===== config.mk =====
export PLATFORM = sky130hd
export DESIGN_NAME = sync_serial_port_spi_core
export DESIGN_NICKNAME = d
export VERILOG_FILES = /design/src/design/sync_serial_port_spi_core.v /design/src/design/sync_two_flop.v
export VERILOG_INCLUDE_DIRS = /design/src /design/src/design
export SDC_FILE = /design/constraint.sdc
export NUM_CORES = 1
export LEC_CHECK = 0
export BUFFER_PORTS_ARGS = -buffer_cell sky130_fd_sc_hd__buf_2
export CAP_MARGIN = 5
export CORE_MARGIN = 2
export CORE_UTILIZATION = 54
export DETAILED_ROUTE_END_ITERATION = 6
export GPL_TIMING_DRIVEN = 0
export PLACE_DENSITY = 0.77
export RECOVER_POWER = 50
export SETUP_SLACK_MARGIN = 0.15
export SYNTH_ARGS = -nofsm -noshare
export SYNTH_HDL_FRONTEND = slang
export SYNTH_HIERARCHICAL = 1
export SYNTH_SLANG_ARGS = --single-unit

===== constraint.sdc =====
create_clock -name core_clk_in -period 2.2 [get_ports core_clk_in]
set_input_delay 0.22 -clock core_clk_in [delete_from_list [all_inputs] [get_ports core_clk_in]]
set_output_delay 0.22 -clock core_clk_in [all_outputs]
set_load 0.02 [all_outputs]

===== src/design/sync_serial_port_defines.vh =====
// Purpose: shared constants of the synchronous serial port core
// Assumes: 8-bit register port, 10 MHz core clock
// Notes: definitions only
`ifndef SYNC_SERIAL_PORT_DEFINES_VH
`define SYNC_SERIAL_PORT_DEFINES_VH
// register addresses
`define ADDR_INT_FLAG 8'h0C
`define ADDR_BUFFER 8'h13
`define ADDR_CONTROL 8'h14
`define ADDR_CONTROL_TWO 8'h91
`define ADDR_STATUS 8'h94
// field positions
`define CTL_WRITE_COLLISION_FLAG 7
`define CTL_OV 6
`define CTL_EN 5
`define CTL_CKP 4
`define CTL_MODE_HI 3
`define STAT_SMP 7
`define STAT_CKE 6
`define STAT_BF 0
`define C2_GENERAL_CALL_ENABLE 7
`define C2_ACK_STATUS 6
`define C2_ACK_DATA 5
`define C2_ACK_REQ 4
`define C2_RECV_REQ 3
`define C2_STOP_REQ 2
`define C2_RSTART_REQ 1
`define C2_START_REQ 0
`define INT_FLAG_BIT 3
`define DIR_C_SDO 5
`define DIR_C_SCK 3
`define DIR_A_SS 5
// reset value of every register
`define REG_RESET 8'h00
// mode select codes
`define MODE_MASTER_DIV4 4'h0
`define MODE_MASTER_DIV16 4'h1
`define MODE_MASTER_DIV64 4'h2
`define MODE_MASTER_TMR2 4'h3
`define MODE_SLAVE_SS 4'h4
`define MODE_SLAVE_NOSS 4'h5
`define MODE_I2C_SLAVE7 4'h6
`define MODE_I2C_SLAVE10 4'h7
`define MODE_I2C_MASTER 4'h8
// last core cycle of one sck half period (half periods 2, 8, 32 cycles)
`define SPI_HALF_LAST_DIV4 6'h01
`define SPI_HALF_LAST_DIV16 6'h07
`define SPI_HALF_LAST_DIV64 6'h1F
`define SPI_HALF_COUNT 5'h10
`define SPI_LAST_WINDOW 5'h0F
`define BITS_LAST 4'h7
// i2c quarter bit time in core cycles minus one (chosen default)
`define I2C_QUARTER_LAST 8'h18
`define I2C_LAST_QUARTER 2'h3
`define I2C_SAMPLE_QUARTER 2'h1
`define I2C_XMIT_LAST_SLOT 4'h8
`define I2C_RECV_LAST_SLOT 4'h7
`define GENERAL_CALL_ADDR 8'h00
// i2c master states, one-hot
`define I2C_ST_IDLE 7'h01
`define I2C_ST_START 7'h02
`define I2C_ST_RSTART 7'h04
`define I2C_ST_STOP 7'h08
`define I2C_ST_ACK 7'h10
`define I2C_ST_RECV 7'h20
`define I2C_ST_XMIT 7'h40
// line levels per quarter q0..q3 as bits 0..3, 1 means released
`define PAT_START_SDA 4'h3
`define PAT_START_SCL 4'h7
`define PAT_RSTART_SDA 4'h3
`define PAT_RSTART_SCL 4'h6
`define PAT_STOP_SDA 4'h8
`define PAT_STOP_SCL 4'hE
`define PAT_DATA_SCL 4'h6
`endif


===== src/design/sync_serial_port_spi_core.v =====
// Purpose: synchronous serial port core, spi modes plus i2c master sequences
// Assumes: register port with read data one cycle after the read strobe
// Notes: partner pins are synchronised except serial_data_in_in in spi master mode; slave timing lags sck by three cycles
`timescale 1ns/1ns
`include "sync_serial_port_defines.vh"
module sync_serial_port_spi_core (
	// clock, reset, enable
	input wire core_clk_in,
	input wire reset_n_in,
	input wire ce_in,
	// register port
	input wire [7:0] addr_in,
	input wire [7:0] wr_data_in,
	input wire wr_in,
	input wire rd_in,
	output reg [7:0] rd_data_out,
	// general purpose direction bits and timer2 match pulse
	input wire [7:0] port_c_direction_in,
	input wire [7:0] port_a_direction_in,
	input wire timer2_match_in,
	// spi pins
	input wire sck_in,
	output reg sck_out,
	output reg sck_oe_out,
	input wire serial_data_in_in,
	output reg serial_data_out_out,
	output reg serial_data_out_oe_out,
	input wire ss_n_in,
	// i2c pins, oe high pulls the line low
	input wire scl_in,
	input wire sda_in,
	output reg scl_oe_out,
	output reg sda_oe_out,
	// interrupt flag level
	output reg serial_port_interrupt_flag_out
);
	reg [7:0] buffer, shift;
	reg write_collision_flag, ov, en, clock_polarity, sample_phase, cke, bf, int_flag;
	reg [3:0] mode;
	reg general_call_enable, ack_status, ack_data, ack_req, recv_req, stop_req, rstart_req, start_req;
	reg busy, sck, samp;
	reg [4:0] half;
	reg [5:0] div_cnt;
	reg [3:0] slave_bits;
	reg sck_prev, sda_prev, scl_prev;
	reg [6:0] i2c_state;
	reg [1:0] quarter;
	reg [7:0] qcnt;
	reg [3:0] slot;
	reg i2c_samp;
	reg gc_active;
	reg [3:0] gc_bits;
	reg [7:0] gc_shift;
	reg [7:0] next_rd_data;
	reg [5:0] half_last;
	reg sda_val, scl_val;
	wire sck_q, ss_n_q, scl_q, sda_q, sdi_q;

	function [7:0] shift_in;
		input [7:0] value;
		input in_bit;
		begin
			shift_in = {value[6:0], in_bit};
		end
	endfunction

	function pattern_bit;
		input [3:0] pattern;
		input [1:0] index;
		begin
			pattern_bit = pattern[index];
		end
	endfunction

	sync_two_flop #(.WIDTH(5)) pin_sync (
		.core_clk_in(core_clk_in),
		.reset_n_in(reset_n_in),
		.ce_in(ce_in),
		.d_in({sck_in, ss_n_in, scl_in, sda_in, serial_data_in_in}),
		.q_out({sck_q, ss_n_q, scl_q, sda_q, sdi_q})
	);

	wire is_master = en & (mode[`CTL_MODE_HI:2] == 2'b00);
	wire is_slave = en & ((mode == `MODE_SLAVE_SS) | (mode == `MODE_SLAVE_NOSS));
	wire is_i2c_master = en & (mode == `MODE_I2C_MASTER);
	wire is_i2c_slave = en & ((mode == `MODE_I2C_SLAVE7) | (mode == `MODE_I2C_SLAVE10));
	wire cpha = ~cke;
	wire any_req = ack_req | recv_req | stop_req | rstart_req | start_req;
	wire i2c_idle = (i2c_state == `I2C_ST_IDLE) & ~any_req;
	wire ss_active = (mode == `MODE_SLAVE_NOSS) | ~ss_n_q;
	wire slave_active = is_slave & ss_active;
	wire xfer_busy = busy | (slave_bits != 4'h0) | (is_i2c_master & ~i2c_idle);
	wire buf_wr = wr_in & (addr_in == `ADDR_BUFFER);
	wire buf_rd = rd_in & (addr_in == `ADDR_BUFFER);
	wire buf_accept = buf_wr & ~xfer_busy;

	always @* begin
		half_last = `SPI_HALF_LAST_DIV4;
		case (mode)
			`MODE_MASTER_DIV16: half_last = `SPI_HALF_LAST_DIV16;
			`MODE_MASTER_DIV64: half_last = `SPI_HALF_LAST_DIV64;
			default: half_last = `SPI_HALF_LAST_DIV4;
		endcase
	end
	// timer2 output/2: one sck half period per match pulse
	wire half_tick = busy & ((mode == `MODE_MASTER_TMR2) ? timer2_match_in : (div_cnt == half_last));
	wire [4:0] cpha5 = {4'h0, cpha};
	wire in_window = half >= cpha5;
	wire [4:0] k = half - cpha5;
	wire master_done = half_tick & in_window & (k == `SPI_LAST_WINDOW);
	wire master_bit = sample_phase ? serial_data_in_in : samp;

	// slave edges against the shared idle level
	wire sck_change = sck_q != sck_prev;
	wire lead = sck_change & (sck_prev == clock_polarity);
	wire trail = sck_change & (sck_prev != clock_polarity);
	wire slave_shift = slave_active & trail;
	wire slave_bit = cpha ? sdi_q : samp;
	wire slave_done = slave_shift & (slave_bits == `BITS_LAST);

	// i2c master quarter timing
	wire i2c_run = is_i2c_master & (i2c_state != `I2C_ST_IDLE);
	wire q_tick = i2c_run & (qcnt == `I2C_QUARTER_LAST);
	wire slot_end = q_tick & (quarter == `I2C_LAST_QUARTER);
	wire recv_done = slot_end & (i2c_state == `I2C_ST_RECV) & (slot == `I2C_RECV_LAST_SLOT);
	wire xmit_done = slot_end & (i2c_state == `I2C_ST_XMIT) & (slot == `I2C_XMIT_LAST_SLOT);
	wire cond_done = slot_end & ((i2c_state == `I2C_ST_START) | (i2c_state == `I2C_ST_RSTART) |
		(i2c_state == `I2C_ST_STOP) | (i2c_state == `I2C_ST_ACK));

	wire rx_done = master_done | slave_done | recv_done;
	wire [7:0] rx_byte = master_done ? shift_in(shift, master_bit) :
		(slave_done ? shift_in(shift, slave_bit) : shift_in(shift, i2c_samp));
	wire [7:0] gc_byte = shift_in(gc_shift, sda_q);

	// i2c line levels for current state and quarter
	always @* begin
		sda_val = 1'b1;
		scl_val = pattern_bit(`PAT_DATA_SCL, quarter);
		case (i2c_state)
			`I2C_ST_START: begin
				sda_val = pattern_bit(`PAT_START_SDA, quarter);
				scl_val = pattern_bit(`PAT_START_SCL, quarter);
			end
			`I2C_ST_RSTART: begin
				sda_val = pattern_bit(`PAT_RSTART_SDA, quarter);
				scl_val = pattern_bit(`PAT_RSTART_SCL, quarter);
			end
			`I2C_ST_STOP: begin
				sda_val = pattern_bit(`PAT_STOP_SDA, quarter);
				scl_val = pattern_bit(`PAT_STOP_SCL, quarter);
			end
			// ack data drives the ack slot
			`I2C_ST_ACK: sda_val = ack_data;
			`I2C_ST_XMIT: sda_val = (slot == `I2C_XMIT_LAST_SLOT) ? 1'b1 : shift[7];
			default: sda_val = 1'b1;
		endcase
	end

	// only mapped registers are readable; shift register has no address
	always @* begin
		next_rd_data = 8'h00;
		case (addr_in)
			`ADDR_BUFFER: next_rd_data = buffer;
			`ADDR_CONTROL: begin
				next_rd_data[`CTL_WRITE_COLLISION_FLAG] = write_collision_flag;
				next_rd_data[`CTL_OV] = ov;
				next_rd_data[`CTL_EN] = en;
				next_rd_data[`CTL_CKP] = clock_polarity;
				next_rd_data[`CTL_MODE_HI:0] = mode;
			end
			`ADDR_STATUS: begin
				next_rd_data[`STAT_SMP] = sample_phase;
				next_rd_data[`STAT_CKE] = cke;
				next_rd_data[`STAT_BF] = bf;
			end
			`ADDR_CONTROL_TWO: next_rd_data = {general_call_enable, ack_status, ack_data, ack_req,
				recv_req, stop_req, rstart_req, start_req};
			`ADDR_INT_FLAG: next_rd_data[`INT_FLAG_BIT] = int_flag;
			default: next_rd_data = 8'h00;
		endcase
	end

	always @(posedge core_clk_in) begin
		if (!reset_n_in) begin
			{write_collision_flag, ov, en, clock_polarity, mode} <= `REG_RESET;
			{general_call_enable, ack_status, ack_data, ack_req, recv_req, stop_req, rstart_req, start_req} <= `REG_RESET;
			buffer <= `REG_RESET;
			shift <= `REG_RESET;
			{sample_phase, cke, bf, int_flag, busy, sck, samp} <= 7'h00;
			half <= 5'h00;
			div_cnt <= 6'h00;
			slave_bits <= 4'h0;
			{sck_prev, sda_prev, scl_prev} <= 3'h0;
			i2c_state <= `I2C_ST_IDLE;
			quarter <= 2'h0;
			qcnt <= 8'h00;
			slot <= 4'h0;
			i2c_samp <= 1'b0;
			gc_active <= 1'b0;
			gc_bits <= 4'h0;
			gc_shift <= `REG_RESET;
			rd_data_out <= 8'h00;
			{sck_out, sck_oe_out, serial_data_out_out, serial_data_out_oe_out} <= 4'h0;
			{scl_oe_out, sda_oe_out, serial_port_interrupt_flag_out} <= 3'h0;
		end else if (ce_in) begin
			sck_prev <= sck_q;
			sda_prev <= sda_q;
			scl_prev <= scl_q;
			rd_data_out <= rd_in ? next_rd_data : 8'h00;
			// software writes first so hardware sets below win
			if (wr_in) begin
				case (addr_in)
					`ADDR_CONTROL: begin
						write_collision_flag <= wr_data_in[`CTL_WRITE_COLLISION_FLAG];
						ov <= wr_data_in[`CTL_OV];
						en <= wr_data_in[`CTL_EN];
						clock_polarity <= wr_data_in[`CTL_CKP];
						mode <= wr_data_in[`CTL_MODE_HI:0];
					end
					`ADDR_STATUS: begin
						sample_phase <= wr_data_in[`STAT_SMP];
						cke <= wr_data_in[`STAT_CKE];
					end
					`ADDR_CONTROL_TWO: begin
						general_call_enable <= wr_data_in[`C2_GENERAL_CALL_ENABLE];
						ack_data <= wr_data_in[`C2_ACK_DATA];
						if (i2c_idle) begin
							ack_req <= wr_data_in[`C2_ACK_REQ];
							recv_req <= wr_data_in[`C2_RECV_REQ];
							stop_req <= wr_data_in[`C2_STOP_REQ];
							rstart_req <= wr_data_in[`C2_RSTART_REQ];
							start_req <= wr_data_in[`C2_START_REQ];
						end
					end
					`ADDR_INT_FLAG: int_flag <= wr_data_in[`INT_FLAG_BIT];
					default: ;
				endcase
			end
			if (buf_rd)
				bf <= 1'b0;
			if (buf_wr & xfer_busy)
				write_collision_flag <= 1'b1;
			// written byte held in buffer and shifter
			if (buf_accept) begin
				buffer <= wr_data_in;
				shift <= wr_data_in;
			end
			if (buf_accept & is_master) begin
				busy <= 1'b1;
				half <= 5'h00;
				div_cnt <= 6'h00;
			end
			if (busy)
				div_cnt <= half_tick ? 6'h00 : div_cnt + 6'h01;
			if (!busy)
				sck <= clock_polarity;
			// sixteen half periods, data moved msb first
			if (half_tick) begin
				if (half < `SPI_HALF_COUNT)
					sck <= ~sck;
				if (in_window & ~k[0] & ~sample_phase)
					samp <= serial_data_in_in;
				// shifting in regardless of data out direction
				if (in_window & k[0])
					shift <= shift_in(shift, master_bit);
				if (master_done)
					busy <= 1'b0;
				else
					half <= half + 5'h01;
			end
			// slave: capture on leading edge when clock edge select is 1
			if (slave_active & lead & ~cpha)
				samp <= sdi_q;
			if (slave_shift) begin
				shift <= shift_in(shift, slave_bit);
				slave_bits <= slave_done ? 4'h0 : slave_bits + 4'h1;
			end
			if (is_slave & ~ss_active)
				slave_bits <= 4'h0;
			// i2c master sequencer
			if (is_i2c_master & (i2c_state == `I2C_ST_IDLE)) begin
				quarter <= 2'h0;
				qcnt <= 8'h00;
				slot <= 4'h0;
				if (start_req)
					i2c_state <= `I2C_ST_START;
				else if (rstart_req)
					i2c_state <= `I2C_ST_RSTART;
				else if (stop_req)
					i2c_state <= `I2C_ST_STOP;
				else if (ack_req)
					i2c_state <= `I2C_ST_ACK;
				else if (recv_req)
					i2c_state <= `I2C_ST_RECV;
				else if (buf_accept)
					i2c_state <= `I2C_ST_XMIT;
			end
			if (i2c_run) begin
				qcnt <= q_tick ? 8'h00 : qcnt + 8'h01;
				scl_oe_out <= ~scl_val;
				sda_oe_out <= ~sda_val;
				if (q_tick) begin
					quarter <= quarter + 2'h1;
					if (quarter == `I2C_SAMPLE_QUARTER)
						i2c_samp <= sda_q;
				end
				if (slot_end) begin
					slot <= slot + 4'h1;
					if (slot < `I2C_XMIT_LAST_SLOT)
						shift <= shift_in(shift, i2c_samp);
				end
				if (xmit_done)
					ack_status <= i2c_samp;
				if (cond_done | xmit_done | recv_done) begin
					i2c_state <= `I2C_ST_IDLE;
					int_flag <= 1'b1;
					{ack_req, stop_req, rstart_req, start_req} <= 4'h0;
					if (recv_done)
						recv_req <= 1'b0;
				end
			end
			// load buffer, set full and interrupt
			if (rx_done) begin
				int_flag <= 1'b1;
				// overflow in spi slave and i2c master modes, never in spi master
				if (bf & ~is_master)
					ov <= 1'b1;
				else begin
					buffer <= rx_byte;
					bf <= 1'b1;
				end
			end
			// general call watch in i2c slave mode
			if (is_i2c_slave & scl_q & sda_prev & ~sda_q) begin
				gc_active <= 1'b1;
				gc_bits <= 4'h0;
			end else if (is_i2c_slave & gc_active & scl_q & ~scl_prev) begin
				gc_shift <= gc_byte;
				gc_bits <= gc_bits + 4'h1;
				if (gc_bits == `BITS_LAST) begin
					gc_active <= 1'b0;
					if (general_call_enable & (gc_byte == `GENERAL_CALL_ADDR))
						int_flag <= 1'b1;
				end
			end
			// disabled port releases pins and resets engines
			if (!en) begin
				busy <= 1'b0;
				slave_bits <= 4'h0;
				i2c_state <= `I2C_ST_IDLE;
				{ack_req, recv_req, stop_req, rstart_req, start_req} <= 5'h00;
				gc_active <= 1'b0;
				scl_oe_out <= 1'b0;
				sda_oe_out <= 1'b0;
			end
			sck_out <= sck;
			sck_oe_out <= is_master & ~port_c_direction_in[`DIR_C_SCK];
			serial_data_out_out <= shift[7];
			// msb already on data out before first edge
			serial_data_out_oe_out <= ~port_c_direction_in[`DIR_C_SDO] &
				(is_master | (slave_active & ((mode == `MODE_SLAVE_NOSS) |
				port_a_direction_in[`DIR_A_SS])));
			serial_port_interrupt_flag_out <= int_flag;
		end
	end
endmodule // sync_serial_port_spi_core


===== src/design/sync_two_flop.v =====
// Purpose: two flip-flop synchroniser for pins driven by the link partner
// Assumes: synchronous active-low reset, clock enable freezes state
// Notes: the first stage is read by the second stage only
`timescale 1ns/1ns
module sync_two_flop #(
	parameter WIDTH = 5
) (
	// clock and reset
	input wire core_clk_in,
	input wire reset_n_in,
	input wire ce_in,
	// data
	input wire [WIDTH-1:0] d_in,
	output reg [WIDTH-1:0] q_out
);
	reg [WIDTH-1:0] stage_one;
	always @(posedge core_clk_in) begin
		if (!reset_n_in) begin
			stage_one <= {WIDTH{1'b0}};
			q_out <= {WIDTH{1'b0}};
		end else if (ce_in) begin
			stage_one <= d_in;
			q_out <= stage_one;
		end
	end
endmodule // sync_two_flop


==> results.yml <==
run_status:
  outcome: "complete, but fails checks"
  violations: "DRC, setup timing"
global_routing:
  grt_pass1_vias: 5826
  grt_max_degree: 17
  grtUsageTotal_pct: 30.9
  antenna_found_initial: 0
  grt_pass1_wl_um: 30100
  grt_overflow_total: 0
placed_design:
  placed_cell_area_mm2: 0.00657
  routabilityCongestion: 0.940
  port_buffers: 43
  dp_hpwl_um: 12600
drt:
  wl_per_cell_um: 21.9
  viasPerCell: 6.64
  drc_errors: 13
  antenna_left: 0
  first_pass_iters: 7
  wirelength_um: 21400
  vias: 6471
  drt_iter0_markers: 898
critical_path:
  cp-end-kind: "flip-flop"
  crit_end: "buffer[0]"
  worstSetupPathType: "flip-flop to flip-flop"
  crit_fanout: 6
  rr_worst_depth: 12
  critPathRequiredTime_ns: 2.54
  critPathLaunch: "mode[0]"
  ff2ff_setup_slack_ns: -0.25
  cp-start-kind: "flip-flop"
  r2r_start: "mode[0]"
  cp_data_arrival_time_ns: 2.79
  reg2reg_to: "buffer[0]"
yosys:
  syn_area_per_cell_um2: 8.81
  ys_ff_latch: 116
  yosysTopAreaCell: "dfxtp_1"
  synthDominantCellAreaShare_pct: 37.9
  syn-cell-area_mm2: 0.00612
  syn_nets: 753
  synth_cells: 695
  synthArstFlopShare_pct: 0
  yosys_warnings: 6
  synthFlopType: "dfxtp_1"
  synthDistinctLibCells: 83
  synth_edf_count: 0
  ys_seq_area_share_pct: 37.9
  synth_area_leaders: "dfxtp_1 38%, mux2i_1 7.4%, nor2_1 5.8%"
pwr:
  p_clk_share_pct: 56.3
  p_sw_share_pct: 21.7
  sequentialPowerShare_pct: 39.2
  peakVddDrop_uv: 841
  pwr_density_cell_mw_per_mm2: 654
  p_int_mw: 4.25
  combPwrFrac_pct: 4.5
  power.switching_mw: 1.17
  p_leak_nw: 3.15
clock_tree:
  cts-root-buf: "clkbuf_16"
  clock_latency_ns: 0.42
  clkSinkCount: 116
  clk_pin_slew_ns: 0.05
  clockBufferDepth: 2
  cts_tree: "done"
  cts_buffers: 17
  htreeDepth: 4
finish:
  finalInstanceArea_mm2: 0.00829
  nets: 880
  diodes: 0
  synthToLayoutAreaGrowth_pct: 35.4
  fin_util_pct: 75.8
  drive_above_1_share_pct: 30.1
  nFillCells: 725
worst_hold_path:
  holdPathStages: 3
  holdCritPathClass: "input port to flip-flop"
floorplan:
  die_area_mm2: 0.0122
  rows: 38
  die_w_um: 111
  initial_core_util_pct: 56.0
  die_h_um: 111
  core_area_mm2: 0.0109
  ioPinCount: 58
sta:
  min_period_ns: 2.45
  setup_viol: 45
  fmax_ghz: 0.409
  finalCritPeriodShare_pct: 111
  slew_headroom_pct: 34.3
  finClkSkew_ns: 0.00780
  slew_violations: 0
  hold_viol: 0
  fin_ws_ns: -0.247
  whs_ns: 0.0556
  tightest_slew_ns: 0.974
  rsz0062_at_grt: "true"
job:
  cap_violations: 0
## kinds of logic after synthesis
| kind of cell | Yosys count | share of synthesized area, % |
|---|---|---|
| flops | 116 | 37.9 |
| compound gates | 151 | 19.6 |
| fa+ha+maj | 15 | 3.06 |
| simple gates | 277 | 24.0 |
| buf+inv | 72 | 5.19 |
| xor+xnor | 15 | 2.15 |
| mux | 49 | 8.09 |
## flip-flops by register name, summed over array words and instances, names as in the netlist, 2 cells and up
name                cells
slave_bits              4
half                    5
mode                    4
pattern_bit.index       2
pin_sync/q_out          5
pin_sync/stage_one      5
buffer                  8
i2c_state               7
div_cnt                 6
gc_shift                7
qcnt                    8
slot                    4
shift                   8
gc_bits                 4
rd_data_out             8
## Yosys cell counts, drive strengths merged (7+ instances only)
library cell	count
dfxtp	116
nor2	96
mux2i	45
nand2	39
a21oi	35
inv	34
clkbuf	26
nor3	22
nand4	19
o21ai	19
ha	15
nor2b	15
nand3	14
a22o	12
buf	11
nor3b	10
a221oi	9
xor2	9
a21o	8
and2	8
or3	8
a222oi	7
a311oi	7
nor4	7
o32ai	7
## per-layer routing
layer | vias to the layer above | track usage [%] | wire length [um]
met2 | 466 | 50.5 | 9940
met5 | - | 0 | 0
li1 | 2822 | - | -
met4 | 0 | 10.9 | 1040
met3 | 117 | 9.28 | 2230
met1 | 3066 | 38.9 | 8150
## placed cells by master (no fill, tap or decap), types with 17 or more instances in the layout
cell type	instances
clkbuf_1	34
nand2_1	33
buf_6	28
clkbuf_16	17
buf_4	42
inv_1	33
buf_2	29
mux2i_1	43
nand4_1	18
a21oi_1	28
nor2_1	88
dfxtp_1	107
## worst max-delay path: stages (launching register included)
cell	delay, ns
dfxtp_2	0.31
buf_6	0.13
buf_8	0.13
and3b_2	0.26
mux2i_4	0.09
a2111oi_4	0.31
buf_4	0.20
o2111ai_4	0.15
a21boi_4	0.22
buf_12	0.14
buf_8	0.12
o221ai_2	0.11
a31oi_1	0.19
## area by class of cell
cell class / count / area [um^2] / area share (%)
Buffer: 37 / 240 / 2.90
Clock buffer: 22 / 464 / 5.60
Clock inverter: 10 / 178 / 2.14
Inverter: 35 / 134 / 1.61
Multi-Input combinational cell: 508 / 3990 / 48.1
Sequential cell: 116 / 2340 / 28.2
Tap cell: 140 / 175 / 2.11
Timing Repair Buffer: 107 / 776 / 9.36
## per-stage QoR
step | setup TNS (ns) | cells | total power, mW | worst slack (ns)
6_report | -6.05 | 975 | 5.42 | -0.247
5_1_grt | -9.06 | 975 | 5.52 | -0.329
4_1_cts | -4.83 | 944 | 5.38 | -0.264
3_5_place_dp | -24.65 | 878 | 2.38 | -0.692
3_3_place_gp | -21.55 | 878 | 2.37 | -0.646
2_1_floorplan | -0.506 | 695 | 2.28 | -0.0726
## how the worst min path moves through the flow
| stage | start | to | slack [ns] |
|---|---|---|---|
| 3_5_place_dp | sda_oe_out | sda_oe_out | 0.45 |
| 2_1_floorplan | reset_n_in | pin_sync/q_out[0] | 0.35 |
| 4_1_cts | sck_in | pin_sync/stage_one[4] | 0.05 |
| 6_report | sck_in | pin_sync/stage_one[4] | 0.06 |
| 3_3_place_gp | scl_oe_out | scl_oe_out | 0.44 |
| 5_1_grt | sck_in | pin_sync/stage_one[4] | 0.07 |
## power groups by stage
stage               Sequential (mW)  Combinational, mW  Clock, mW
finish                         2.13              0.245       3.05
global route                   2.13              0.254       3.14
CTS                            2.12              0.217       3.04
detailed placement             2.17              0.205          0
global placement               2.17              0.201          0
floorplan                      2.17              0.113          0
## what timing repair did
action                                  4_1_cts  5_1_grt
endpoints found under the setup margin       83       90
cloned                                        2        0
hold buffers                                  0        0
resized for setup                            55      103
buffers inserted                             32       31
pin swaps                                    42       53
Power figures use the tool's default switching activity.
